File: src/verilog/sswd_params.svh
`ifndef SSWD_PARAMS_SVH
`define SSWD_PARAMS_SVH

// ----------------------------------------------------------------------
// Clock and time base
// ----------------------------------------------------------------------
`define SSWD_CLK_PERIOD_NS 5

// ----------------------------------------------------------------------
// Watchdog intervals in nanoseconds
// ----------------------------------------------------------------------
`define SSWD_WDT_25MS_NS 25000000
`define SSWD_WDT_200MS_NS 200000000
`define SSWD_WDT_1400MS_NS 1400000000

// ----------------------------------------------------------------------
// Reset extension delays in nanoseconds
// ----------------------------------------------------------------------
`define SSWD_EXT_50MS_NS 50000000
`define SSWD_EXT_200MS_NS 200000000
`define SSWD_EXT_400MS_NS 400000000
`define SSWD_EXT_800MS_NS 800000000

// ----------------------------------------------------------------------
// Selector encodings
// ----------------------------------------------------------------------
`define SSWD_WD_SEL_25MS 2'h0
`define SSWD_WD_SEL_200MS 2'h1
`define SSWD_WD_SEL_1400MS 2'h2
`define SSWD_WD_SEL_OFF 2'h3
`define SSWD_EXT_SEL_50MS 2'h0
`define SSWD_EXT_SEL_200MS 2'h1
`define SSWD_EXT_SEL_400MS 2'h2
`define SSWD_EXT_SEL_800MS 2'h3

// ----------------------------------------------------------------------
// Widths and reset values
// ----------------------------------------------------------------------
`define SSWD_CNT_W 29
`define SSWD_SYNC_DEPTH 3
`define SSWD_CFG_RESET 4'h0

`endif

File: src/verilog/sswd_pkg.sv
`default_nettype none

package sswd_pkg;

    // ------------------------------------------------------------------
    // Configuration carried from nonvolatile storage
    // ------------------------------------------------------------------
    typedef struct packed {
        logic reset_delay_sel_hi;
        logic watchdog_period_sel_hi;
        logic watchdog_period_sel_lo;
        logic reset_delay_sel_lo;
    } sswd_cfg_s;

    // ------------------------------------------------------------------
    // Supply reset sequencer states
    // ------------------------------------------------------------------
    typedef enum logic [1:0] {
        POR_HOLD,
        POR_EXTEND,
        POR_RUN
    } sswd_por_e;

    // ------------------------------------------------------------------
    // Open-drain or driven pin as value and enable
    // ------------------------------------------------------------------
    typedef struct packed {
        logic value;
        logic oe;
    } sswd_pin_s;

endpackage : sswd_pkg

`default_nettype wire

File: src/verilog/sswd_top.sv
// Notes on behaviour
// RULE_01: A start on the bus later followed by a stop restarts the watchdog.
// RULE_02: With no restart before the chosen interval ends, timeout asserts.
// RULE_03: The interval is 25 ms, 200 ms, 1.4 s, or the watchdog is off.
// RULE_04: The interval setting survives power cycling in nonvolatile bits.
// RULE_05: The reset extension is 0.05 s, 0.2 s, 0.4 s or 0.8 s.
// RULE_06: System reset is active at once when power is applied.
// RULE_07: Reset is active while the primary supply is low and for the delay.
// RULE_08: One variant drives reset as an active-low open-drain pin.
// RULE_09: The other variant drives reset as an active-high pushed output.
// RULE_10: The second-supply fail pin is low while that supply is low.
// RULE_11: The watchdog timeout pin is active-low open-drain when expired.
// RULE_12: The data pin is open-drain and its input is never gated.
// RULE_13: Two nonvolatile bits choose the watchdog period.
// RULE_14: Two power-up bits choose the reset extension delay.
// RULE_15: Comparator inputs are synchronised and delays count clock ticks.
`include "sswd_params.svh"
`default_nettype none

module sswd_top #(
    parameter bit RESET_OPEN_DRAIN = 1'b1,
    parameter int unsigned WDT_CYC_25MS =
        `SSWD_WDT_25MS_NS / `SSWD_CLK_PERIOD_NS,
    // Longer times are whole multiples of the shortest, so scaling the
    // shortest one scales the whole set.
    parameter int unsigned WDT_CYC_200MS =
        WDT_CYC_25MS * (`SSWD_WDT_200MS_NS / `SSWD_WDT_25MS_NS),
    parameter int unsigned WDT_CYC_1400MS =
        WDT_CYC_25MS * (`SSWD_WDT_1400MS_NS / `SSWD_WDT_25MS_NS),
    parameter int unsigned EXT_CYC_50MS =
        (`SSWD_EXT_50MS_NS + `SSWD_CLK_PERIOD_NS - 1) / `SSWD_CLK_PERIOD_NS,
    parameter int unsigned EXT_CYC_200MS =
        EXT_CYC_50MS * (`SSWD_EXT_200MS_NS / `SSWD_EXT_50MS_NS),
    parameter int unsigned EXT_CYC_400MS =
        EXT_CYC_50MS * (`SSWD_EXT_400MS_NS / `SSWD_EXT_50MS_NS),
    parameter int unsigned EXT_CYC_800MS =
        EXT_CYC_50MS * (`SSWD_EXT_800MS_NS / `SSWD_EXT_50MS_NS),
    parameter int CNT_W = `SSWD_CNT_W,
    parameter int DEPTH = `SSWD_SYNC_DEPTH
) (
    input wire logic ref_clk,
    input wire logic rst_b,
    input wire logic scl_in,
    input wire logic sda_in,
    output logic sda_out,
    output logic sda_oe,
    input wire logic primary_low,
    input wire logic second_supply_sense,
    input wire sswd_pkg::sswd_cfg_s nv_cfg,
    input wire logic nv_cfg_load,
    output logic sys_reset_out,
    output logic sys_reset_oe,
    output logic second_supply_fail_n,
    output logic second_supply_fail_n_oe,
    output logic watchdog_timeout_n,
    output logic watchdog_timeout_n_oe,
    output sswd_pkg::sswd_cfg_s active_cfg
);

    // ------------------------------------------------------------------
    // Interval decoding
    // ------------------------------------------------------------------
    function automatic logic [CNT_W-1:0] wdt_limit(input logic [1:0] sel);
        logic [CNT_W-1:0] lim;
        lim = '0;
        unique case (sel)
            `SSWD_WD_SEL_25MS: lim = CNT_W'(WDT_CYC_25MS - 1);
            `SSWD_WD_SEL_200MS: lim = CNT_W'(WDT_CYC_200MS - 1);
            `SSWD_WD_SEL_1400MS: lim = CNT_W'(WDT_CYC_1400MS - 1);
            `SSWD_WD_SEL_OFF: lim = '0;
        endcase
        return lim;
    endfunction : wdt_limit

    function automatic logic [CNT_W-1:0] ext_limit(input logic [1:0] sel);
        logic [CNT_W-1:0] lim;
        lim = '0;
        unique case (sel)
            `SSWD_EXT_SEL_50MS: lim = CNT_W'(EXT_CYC_50MS - 1);
            `SSWD_EXT_SEL_200MS: lim = CNT_W'(EXT_CYC_200MS - 1);
            `SSWD_EXT_SEL_400MS: lim = CNT_W'(EXT_CYC_400MS - 1);
            `SSWD_EXT_SEL_800MS: lim = CNT_W'(EXT_CYC_800MS - 1);
        endcase
        return lim;
    endfunction : ext_limit

    // ------------------------------------------------------------------
    // Declarations
    // ------------------------------------------------------------------
    logic [DEPTH-1:0] plow_sync_q;
    logic [DEPTH-1:0] v2_sync_q;
    logic plow_q;
    logic v2_ok_q;
    logic cfg_loaded_q;
    sswd_pkg::sswd_cfg_s cfg_q;
    sswd_pkg::sswd_cfg_s cfg_d;
    sswd_pkg::sswd_por_e por_q;
    sswd_pkg::sswd_por_e por_d;
    logic [CNT_W-1:0] ext_cnt_q;
    logic [CNT_W-1:0] ext_cnt_d;
    logic [CNT_W-1:0] wdt_cnt_q;
    logic [CNT_W-1:0] wdt_cnt_d;
    logic wdt_exp_q;
    logic wdt_exp_d;
    logic rst_act_q;
    logic v2_fail_q;
    logic wdo_q;
    logic restart_pulse;
    wire plow_f;
    wire v2_f;
    wire [1:0] wd_sel;
    wire [1:0] ext_sel;
    wire [CNT_W-1:0] wd_lim;
    wire [CNT_W-1:0] ex_lim;
    wire wd_off;
    wire ext_done;
    wire wdt_hit;
    wire cfg_take;

    // ------------------------------------------------------------------
    // Bus watcher
    // ------------------------------------------------------------------
    sswd_bus_watch #(
        .DEPTH(DEPTH)
    ) u_bus_watch (
        .ref_clk(ref_clk),
        .rst_b(rst_b),
        .scl_in(scl_in),
        .sda_in(sda_in),
        .restart_pulse(restart_pulse),
        .start_seen()
    );

    // ------------------------------------------------------------------
    // Comparator synchronisers
    // ------------------------------------------------------------------
    assign plow_f = (plow_sync_q[DEPTH-1] == plow_sync_q[DEPTH-2])
        ? plow_sync_q[DEPTH-1] : plow_q; // [RULE_15]
    assign v2_f = (v2_sync_q[DEPTH-1] == v2_sync_q[DEPTH-2])
        ? v2_sync_q[DEPTH-1] : v2_ok_q; // [RULE_15]

    always_ff @(posedge ref_clk or negedge rst_b)
    begin
        if (!rst_b)
        begin
            plow_sync_q <= '1;
            v2_sync_q <= '0;
            plow_q <= 1'b1;
            v2_ok_q <= 1'b0;
        end
        else
        begin
            plow_sync_q <= {plow_sync_q[DEPTH-2:0], primary_low};
            v2_sync_q <= {v2_sync_q[DEPTH-2:0], second_supply_sense};
            plow_q <= plow_f;
            v2_ok_q <= v2_f;
        end
    end

    // ------------------------------------------------------------------
    // Nonvolatile configuration
    // ------------------------------------------------------------------
    // The settings are caught from storage at the first edge after reset
    // release and again whenever storage reports a new value.
    assign cfg_take = !cfg_loaded_q || nv_cfg_load; // [RULE_04]
    assign cfg_d = cfg_take ? nv_cfg : cfg_q;
    assign wd_sel = {cfg_q.watchdog_period_sel_hi,
        cfg_q.watchdog_period_sel_lo}; // [RULE_13]
    assign ext_sel = {cfg_q.reset_delay_sel_hi,
        cfg_q.reset_delay_sel_lo}; // [RULE_14]
    assign wd_lim = wdt_limit(wd_sel); // [RULE_03]
    assign ex_lim = ext_limit(ext_sel); // [RULE_05]
    assign wd_off = wd_sel == `SSWD_WD_SEL_OFF; // [RULE_03]

    always_ff @(posedge ref_clk or negedge rst_b)
    begin
        if (!rst_b)
        begin
            cfg_loaded_q <= 1'b0;
            cfg_q <= `SSWD_CFG_RESET;
        end
        else
        begin
            cfg_loaded_q <= 1'b1;
            cfg_q <= cfg_d; // [RULE_04]
        end
    end

    // ------------------------------------------------------------------
    // Reset sequencer
    // ------------------------------------------------------------------
    assign ext_done = ext_cnt_q == ex_lim;

    always_comb
    begin
        por_d = por_q;
        ext_cnt_d = ext_cnt_q;
        unique case (por_q)
            sswd_pkg::POR_HOLD:
            begin
                ext_cnt_d = '0;
                if (!plow_q && cfg_loaded_q)
                begin
                    por_d = sswd_pkg::POR_EXTEND;
                end
            end
            sswd_pkg::POR_EXTEND:
            begin
                if (plow_q)
                begin
                    por_d = sswd_pkg::POR_HOLD; // [RULE_07]
                end
                else if (ext_done)
                begin
                    por_d = sswd_pkg::POR_RUN; // [RULE_07]
                end
                else
                begin
                    ext_cnt_d = CNT_W'(ext_cnt_q + 1'b1); // [RULE_15]
                end
            end
            sswd_pkg::POR_RUN:
            begin
                ext_cnt_d = '0;
                if (plow_q)
                begin
                    por_d = sswd_pkg::POR_HOLD; // [RULE_07]
                end
            end
            default:
            begin
                por_d = sswd_pkg::POR_HOLD;
            end
        endcase
    end

    always_ff @(posedge ref_clk or negedge rst_b)
    begin
        if (!rst_b)
        begin
            por_q <= sswd_pkg::POR_HOLD; // [RULE_06]
            ext_cnt_q <= '0;
            rst_act_q <= 1'b1; // [RULE_06]
        end
        else
        begin
            por_q <= por_d;
            ext_cnt_q <= ext_cnt_d;
            rst_act_q <= por_d != sswd_pkg::POR_RUN; // [RULE_07]
        end
    end

    // ------------------------------------------------------------------
    // Watchdog
    // ------------------------------------------------------------------
    // The count is held clear while the processor is in reset, so the
    // interval starts only once the processor can run.
    assign wdt_hit = wdt_cnt_q == wd_lim;

    always_comb
    begin
        wdt_cnt_d = wdt_cnt_q;
        wdt_exp_d = wdt_exp_q;
        if (rst_act_q || wd_off || restart_pulse || cfg_take)
        begin
            wdt_cnt_d = '0; // [RULE_01]
            wdt_exp_d = 1'b0;
        end
        else if (!wdt_exp_q)
        begin
            if (wdt_hit)
            begin
                wdt_exp_d = 1'b1; // [RULE_02]
            end
            else
            begin
                wdt_cnt_d = CNT_W'(wdt_cnt_q + 1'b1);
            end
        end
    end

    always_ff @(posedge ref_clk or negedge rst_b)
    begin
        if (!rst_b)
        begin
            wdt_cnt_q <= '0;
            wdt_exp_q <= 1'b0;
        end
        else
        begin
            wdt_cnt_q <= wdt_cnt_d;
            wdt_exp_q <= wdt_exp_d;
        end
    end

    // ------------------------------------------------------------------
    // Output pins
    // ------------------------------------------------------------------
    always_ff @(posedge ref_clk or negedge rst_b)
    begin
        if (!rst_b)
        begin
            v2_fail_q <= 1'b1;
            wdo_q <= 1'b0;
        end
        else
        begin
            v2_fail_q <= !v2_ok_q; // [RULE_10]
            wdo_q <= wdt_exp_d; // [RULE_11]
        end
    end

    // The reset pin follows the variant: pulled low or driven high.
    assign sys_reset_out = RESET_OPEN_DRAIN ? 1'b0 : rst_act_q; // [RULE_09]
    assign sys_reset_oe = RESET_OPEN_DRAIN ? rst_act_q : 1'b1; // [RULE_08]
    assign second_supply_fail_n = 1'b0;
    assign second_supply_fail_n_oe = v2_fail_q; // [RULE_10]
    assign watchdog_timeout_n = 1'b0;
    assign watchdog_timeout_n_oe = wdo_q; // [RULE_11]
    // The data pin is never pulled low by this block; its input is free.
    assign sda_out = 1'b0; // [RULE_12]
    assign sda_oe = 1'b0; // [RULE_12]
    assign active_cfg = cfg_q;

endmodule : sswd_top

`default_nettype wire

File: src/verilog/sswd_bus_watch.sv
`include "sswd_params.svh"
`default_nettype none

// ----------------------------------------------------------------------
// Two-wire bus start/stop watcher
// ----------------------------------------------------------------------
module sswd_bus_watch #(
    parameter int DEPTH = `SSWD_SYNC_DEPTH
) (
    input wire logic ref_clk,
    input wire logic rst_b,
    input wire logic scl_in,
    input wire logic sda_in,
    output logic restart_pulse,
    output logic start_seen
);

    logic [DEPTH-1:0] scl_sync_q;
    logic [DEPTH-1:0] sda_sync_q;
    logic scl_q;
    logic sda_q;
    logic scl_prev_q;
    logic sda_prev_q;
    logic armed_q;
    logic restart_q;
    wire scl_agree;
    wire sda_agree;
    wire scl_f;
    wire sda_f;
    wire start_cond;
    wire stop_cond;

    // Levels count only once the last two stages agree.
    assign scl_agree = scl_sync_q[DEPTH-1] == scl_sync_q[DEPTH-2];
    assign sda_agree = sda_sync_q[DEPTH-1] == sda_sync_q[DEPTH-2];
    assign scl_f = scl_agree ? scl_sync_q[DEPTH-1] : scl_q;
    assign sda_f = sda_agree ? sda_sync_q[DEPTH-1] : sda_q;

    // Data falling or rising while the clock stays high.
    assign start_cond = scl_prev_q && scl_q && sda_prev_q && !sda_q; // [RULE_01]
    assign stop_cond = scl_prev_q && scl_q && !sda_prev_q && sda_q; // [RULE_01]

    always_ff @(posedge ref_clk or negedge rst_b)
    begin
        if (!rst_b)
        begin
            scl_sync_q <= '1;
            sda_sync_q <= '1;
            scl_q <= 1'b1;
            sda_q <= 1'b1;
            scl_prev_q <= 1'b1;
            sda_prev_q <= 1'b1;
        end
        else
        begin
            scl_sync_q <= {scl_sync_q[DEPTH-2:0], scl_in};
            sda_sync_q <= {sda_sync_q[DEPTH-2:0], sda_in}; // [RULE_12]
            scl_q <= scl_f;
            sda_q <= sda_f;
            scl_prev_q <= scl_q;
            sda_prev_q <= sda_q;
        end
    end

    // A stop restarts the watchdog only after a start has been seen.
    always_ff @(posedge ref_clk or negedge rst_b)
    begin
        if (!rst_b)
        begin
            armed_q <= 1'b0;
            restart_q <= 1'b0;
        end
        else
        begin
            restart_q <= stop_cond && armed_q; // [RULE_01]
            if (start_cond)
            begin
                armed_q <= 1'b1;
            end
            else if (stop_cond)
            begin
                armed_q <= 1'b0;
            end
        end
    end

    assign restart_pulse = restart_q;
    assign start_seen = armed_q;

endmodule : sswd_bus_watch

`default_nettype wire

File: config.mk
export PLATFORM = sky130hd
export DESIGN_NAME = sswd_top
export DESIGN_NICKNAME = d
export VERILOG_FILES = /design/src/verilog/sswd_pkg.sv /design/src/verilog/sswd_top.sv /design/src/verilog/sswd_bus_watch.sv
export VERILOG_INCLUDE_DIRS = /design/src /design/src/verilog
export SDC_FILE = /design/constraint.sdc
export NUM_CORES = 1
export LEC_CHECK = 0
export BUFFER_PORTS_ARGS = -buffer_cell sky130_fd_sc_hd__buf_2
export CAP_MARGIN = 10
export CORE_MARGIN = 2
export CORE_UTILIZATION = 52
export DETAILED_ROUTE_END_ITERATION = 12
export PLACE_DENSITY = 0.72
export SLEW_MARGIN = 10
export SYNTH_ARGS = -nofsm -noshare
export SYNTH_HDL_FRONTEND = slang
export SYNTH_SLANG_ARGS = --single-unit
File: constraint.sdc
create_clock -name ref_clk -period 3 [get_ports ref_clk]
set_clock_uncertainty 0.1 [all_clocks]
set_input_delay 0.6 -clock ref_clk [delete_from_list [all_inputs] [get_ports ref_clk]]
set_output_delay 0.6 -clock ref_clk [all_outputs]
set_load 0.05 [all_outputs]
==> results of run 1 <==
==> metrics by stage <==
step | hold slack (ps) | power (W)
final | 144 | 0.00241
after global routing | 179 | 0.00250
after CTS | 163 | 0.00243
after detailed placement | 237 | 0.00149
after global placement | 245 | 0.00148
after floorplan | 204 | 0.00142
==> power groups by stage <==
stage / combinational [W] / clock [W] / sequential [W]
global route: 0.000240 / 0.00100 / 0.00126
floorplan: 0.000132 / 0 / 0.00129
CTS: 0.000218 / 0.000958 / 0.00125
global placement: 0.000210 / 0 / 0.00127
finish: 0.000218 / 0.000940 / 0.00125
detailed placement: 0.000216 / 0 / 0.00128
==> layer usage <==
metal	up-vias	GRT usage, %	wire length [um]
met5	-	0	0
met4	0	7.17	153
met3	17	4.71	618
met2	121	35.8	4790
met1	1939	31.5	4940
li1	1872	-	-
==> worst paths after layout <==
check                      depth (start not counted)                   endpoint           start
max                                                9              ext_cnt_q[18]   active_cfg[3]
min                                                1               v2_sync_q[1]           rst_b
max reg2reg                                        9              ext_cnt_q[18]   active_cfg[3]
min reg2reg                                        0             plow_sync_q[1]  plow_sync_q[0]
max in group asynchronous                          2  u_bus_watch.scl_sync_q[2]           rst_b
min in group ref_clk                               1  u_bus_watch.sda_sync_q[0]          sda_in
==> worst max-delay path, stage by stage (launching register included) <==
cell	delay [ps]
dfrtp_2	430
inv_1	110
ha_1	200
or4b_2	670
mux2i_1	200
nand3_1	160
o31ai_4	330
buf_12	210
nor3_1	70
o221a_2	240
==> layout make-up <==
| class | instances | area, um^2 |
|---|---|---|
| inverters | 15 | 56.3 |
| flip-flops and latches | 88 | 2220 |
| repair buffers | 32 | 225 |
| clock buffers | 9 | 124 |
| well taps | 108 | 135 |
| clock inverters | 7 | 103 |
| fillers | 761 | 3590 |
| multi-input cells | 364 | 2350 |
==> flip-flops by register name, summed over array words and instances (netlist names), 2 cells and up <==
name	count
active_cfg	4
wdt_cnt_q	29
v2_sync_q	3
u_bus_watch.scl_sync_q	3
por_q	2
u_bus_watch.sda_sync_q	3
plow_sync_q	3
ext_cnt_q	29
==> synthesized netlist by cell type (7+ instances only) <==
library cell | count | area share [%]
xor2_1 | 7 | 1.3
nand2b_1 | 7 | 0.92
nand3_1 | 34 | 3.6
nand4_1 | 11 | 1.4
and3_1 | 17 | 2.2
dfstp_2 | 16 | 8.8
a21oi_1 | 37 | 3.9
or3_1 | 22 | 2.9
dfrtp_1 | 72 | 38
nand2_1 | 39 | 3.1
nor3_1 | 9 | 0.95
ha_1 | 12 | 3.2
inv_1 | 14 | 1.1
clkbuf_1 | 10 | 0.79
or4_1 | 23 | 3.6
o21ai_0 | 24 | 2.5
o211ai_1 | 7 | 1.1
o31ai_1 | 16 | 2.5
nor2_1 | 12 | 0.95
==> cell families after synthesis <==
group | after synthesis | synth area share (%)
fa+ha+maj | 16 | 4.00
other cells | 2 | 0.158
simple gates | 211 | 26.5
flops | 88 | 46.7
buf+inv | 40 | 4.42
compound gates | 115 | 15.1
xor+xnor | 10 | 1.84
mux | 6 | 1.26
==> run_results.csv, run 1 <==
group,metric,value,unit
die,start_util,54.0,%
worst_setup_path,critical_path_class,"flop to flop",
logic_synthesis,ys_ff_latch,88,
sta,tightest_slew,590,ps
final_layout,n_antenna_cell,0,
power,power.density,463,nW/um^2
detailed_routing,routedWlPerCell,16.9,um
detailed_routing,ant_nets,0,
final_layout,final_cells,623,
logic_synthesis,synth_cells,488,
sta,rsz0062_at_grt,"no",
clocking,htreeDepth,3,
sta,fin_setup_tns,0,ps
detailed_routing,viasPerCell,6.34,
sta,max_slew_margin,60.7,%
final_layout,drive_gt1_share,16.3,%
power,power.switching,0.000641,W
die,die_height,99.6,um
clocking,post_cts_resized,0,
clocking,clkSinkCount,88,
die,die_width,99.6,um
run,maxCapViolations,0,
logic_synthesis,synth_edf_count,0,
clocking,cts_root_buf,"clkbuf_8",
detailed_routing,drtIter0Drc,272,
sta,max_freq,356,MHz
sta,final.min_clock_period,2810,ps
power,seq_power_share,52.0,%
logic_synthesis,syn_area,4760,um^2
final_layout,fin_util,59.2,%
sta,slew_violations,0,
worst_setup_path,required,3150,ps
placement,dp_cells,607,
worst_setup_path,path_max_fanout,34,
placement,dpl-instance-area,4990,um^2
global_routing,track_usage,22.7,%
die,pin_count,23,
sta,period_share,93.7,%
logic_synthesis,synthArstFlopShare,100,%
clocking,clk_path_buf_depth,2,
placement,portBuffers,17,
final_layout,stdcell_area,5220,um^2
die,rows,34,
clocking,cts_made_buffers,9,
logic_synthesis,yosysSeqAreaShare,46.7,%
clocking,clkLatencyLatePin,360,ps
global_routing,antenna_found_initial,0,
power,internal_power,0.00177,W
placement,pre_cts_ws,225,ps
final_layout,finalNetCount,533,
power,vdd_drop_max,0.334,mV
global_routing,grt_pass1_wl,18300,um
worst_setup_path,rrSetupSlack,190,ps
detailed_routing,vias,3949,
logic_synthesis,ys_types,63,
outcome,status,"finished, final reports clean",
clocking,cts_hold_buf,0,
worst_setup_path,arrival,2960,ps
power,p_comb_share,9.0,%
final_layout,final_common_cell,"dfrtp_1",
die,die_area,9930,um^2
global_routing,grt_remaining_overflow,0,
power,clkPwrFrac,39.0,%
worst_setup_path,crit_path_end_kind,"flop",
detailed_routing,drt_wl_total,10500,um
sta,hold_violations,0,
worst_setup_path,startpoint_type,"flop",
placement,dp_hpwl,7310,um
clocking,cts_setup_buffers,0,
sta,setup_viol,0,
clocking,clk_pin_slew,90,ps
power,swShare,26.6,%
final_layout,final_cell_mix,"71 x dfrtp_1, 39 x nand2_1, 37 x a21oi_1",
sta,setup_ws,188,ps
final_layout,area_growth,9.63,%
logic_synthesis,ys_warn_count,0,
clocking,cts_tree,"built",
global_routing,grt_max_degree,46,
die,coreArea,8810,um^2
logic_synthesis,postSynthAreaPerCell,9.75,um^2
placement,gp_congestion,0.863,
power,leakagePower,2.09,nW
global_routing,grt_pass1_vias,3776,
logic_synthesis,yosys_most_used_dff,"dfrtp_1",
detailed_routing,drc,0,
worst_hold_path,hold_class,"primary input to asynchronous set/reset pin",
detailed_routing,dr.pass1.iters,5,
No activity file was read; power rests on OpenSTA's default activity.
==> inputs of run 2 (changes only) <==
==> constraint.sdc (replaced) <==
create_clock -name ref_clk -period 3 [get_ports ref_clk]
set_clock_uncertainty 0.1 [all_clocks]
set_input_delay 0.45 -clock ref_clk [delete_from_list [all_inputs] [get_ports ref_clk]]
set_output_delay 0.45 -clock ref_clk [all_outputs]
set_load 0.05 [all_outputs]
==> run 2 against run 1 <==
  * Die area is the same
  * First-iteration DRC count down 20%
  * Global-route usage decreased by 0.32 points
  * Largest cell class unchanged
  * Highest routed layer unchanged
  * Count of clock-buffer cells in the layout stayed put
  * Critical path depth is the same
  * Combinational power barely moved
  * Design area is 0.29% lower
  * Largest power group unchanged
==> run_results.csv, run 2 (synthesis gave the netlist of run 1 again) <==
group,metric,value,unit
worst_setup_path,crit_slowest_cell,"or4b_2",
power,power.total,0.00232,W
die,die_height,99.6,um
sta,max_freq,358,MHz
die,pin_count,23,
worst_setup_path,crit_path_max_incr_delay,650,ps
power,swShare,27.3,%
worst_setup_path,crit_path_end_kind,"flop",
power,clkPwrFrac,36.4,%
sta,setup_viol,0,
worst_hold_path,min_path_cells,1,
detailed_routing,drt_wl_total,10400,um
final_layout,final_cell_mix,"71 x dfrtp_1, 39 x nand2_1, 37 x a21oi_1",
clocking,htreeDepth,3,
worst_hold_path,hold_end,"u_bus_watch.sda_sync_q[0]",
clocking,post_cts_resized,0,
clocking,clk_pin_slew,90,ps
placement,gp_congestion,0.927,
sta,max_slew_margin,62.1,%
detailed_routing,dr.pass1.iters,4,
worst_setup_path,rrSetupSlack,210,ps
die,coreArea,8810,um^2
placement,portBuffers,17,
worst_setup_path,required,3150,ps
sta,fin_setup_tns,0,ps
clocking,clk_path_buf_depth,2,
detailed_routing,drc,0,
final_layout,multiInputGateArea,2350,um^2
sta,rsz0062_at_grt,"no",
die,die_area,9930,um^2
worst_setup_path,r2r-start,"active_cfg[3]",
power,power.density,445,nW/um^2
die,start_util,54.0,%
global_routing,grt_remaining_overflow,0,
power,p_comb_share,9.4,%
outcome,status,"finished, final reports clean",
worst_hold_path,hold_start,"sda_in",
clocking,cts_root_buf,"clkbuf_8",
power,seq_power_share,54.2,%
clocking,cts_made_buffers,9,
power,vdd_drop_max,0.333,mV
worst_setup_path,critical_path_class,"flop to flop",
clocking,clkLatencyLatePin,350,ps
die,die_width,99.6,um
final_layout,n_antenna_cell,0,
clocking,clkSinkCount,88,
worst_setup_path,cp_top_family,"simple AND/OR/NAND/NOR gates",
power,internal_power,0.00168,W
die,rows,34,
global_routing,grt_max_degree,48,
detailed_routing,viasPerCell,6.26,
detailed_routing,vias,3906,
sta,tightest_slew,567,ps
sta,slew_violations,0,
global_routing,track_usage,22.3,%
final_layout,final_common_cell,"dfrtp_1",
final_layout,finalNetCount,534,
final_layout,fillers,724,
sta,period_share,93.1,%
placement,dp_hpwl,7330,um
worst_setup_path,path_max_fanout,32,
worst_setup_path,path_cells,"inv_1 > ha_1 > or4b_2 > mux2i_1 > nand3_1 > o31ai_4 > buf_12 > nor3_1 > o221a_2",
clocking,cts_tree,"built",
worst_setup_path,r2r-end,"ext_cnt_q[18]",
detailed_routing,routedWlPerCell,16.7,um
power,leakagePower,2.08,nW
sta,final.min_clock_period,2790,ps
worst_setup_path,path_buf_inv,2,
global_routing,antenna_found_initial,0,
worst_setup_path,startpoint_type,"flop",
final_layout,drive_gt1_share,16.3,%
worst_hold_path,hold_class,"primary input to flop",
final_layout,area_growth,9.31,%
power,power.switching,0.000631,W
worst_setup_path,arrival,2940,ps
detailed_routing,drtIter0Drc,218,
worst_setup_path,reg2regPathDepth,9,
final_layout,regArea,2220,um^2
global_routing,grt_pass1_vias,3681,
run,maxCapViolations,0,
detailed_routing,ant_nets,0,
global_routing,grt_pass1_wl,18000,um
sta,hold_violations,0,
## run 2: changes by cell type in the layout (fill, tap and decap cells not counted)
cell,before,now
clkinvlp_4,0,1
dlygate4sd3_1,0,1
inv_8,1,0
bufinv_16,2,1
inv_6,1,2
## run 2: timing repair
action	CTS	global route
hold buffers	1	0
endpoints found under the hold margin	1	0
endpoints found under the setup margin	0	0
setup buffers	0	0
## run 2: worst register-to-register path: stages (launching register included)
cell	delay (ps)
dfrtp_2	430
inv_1	100
ha_1	200
or4b_2	650
mux2i_1	200
nand3_1	160
o31ai_4	330
buf_12	200
nor3_1	80
o221a_2	230
## run 2: worst max path at each step
stage                             start       endpoint  slack, ps  cells past startpoint
final                     active_cfg[3]  ext_cnt_q[18]        210                      9
after global routing      active_cfg[3]  ext_cnt_q[24]         90                      9
after CTS                 active_cfg[3]  ext_cnt_q[18]        210                      9
after detailed placement  active_cfg[3]  ext_cnt_q[18]        240                      9
after global placement    active_cfg[3]  ext_cnt_q[18]        290                      9
after floorplan           active_cfg[0]   ext_cnt_q[0]         20                     10
## run 2: metal layers
| layer | vias to the layer above | share of wire [%] | global-route usage, % |
|---|---|---|---|
| li1 | 1873 | - | - |
| met1 | 1913 | 48 | 32.3 |
| met2 | 109 | 45 | 34.1 |
| met4 | 0 | 1.3 | 6.74 |
| met5 | - | 0 | 0 |
| met3 | 11 | 5.1 | 4.50 |
## run 2: area by class of cell
cell class | instances | area share (%)
multi-input cells | 364 | 45.2
clock inverters | 7 | 1.49
clock buffers | 9 | 2.38
inverters | 15 | 1.08
flip-flops and latches | 88 | 42.8
well taps | 108 | 2.60
repair buffers | 33 | 4.52
## run 2: power by group through the flow
stage | combinational, W | sequential, W | clock (W)
finish | 0.000218 | 0.00125 | 0.000844
CTS | 0.000219 | 0.00125 | 0.000866
global placement | 0.000211 | 0.00127 | 0
floorplan | 0.000132 | 0.00129 | 0
detailed placement | 0.000217 | 0.00128 | 0
global route | 0.000241 | 0.00126 | 0.000916
## run 2: through the flow
step,setup slack (ps),cell area (um^2),cells,util [%],hold WS (ps)
floorplan,15.1,4770,492,-,54.4
global placement,286,4990,607,56.6,240
detailed placement,242,4990,607,56.6,239
CTS,209,5200,624,59.1,71.8
global route,90.7,5200,624,59.1,57.3
finish,207,5200,624,59.1,88.1
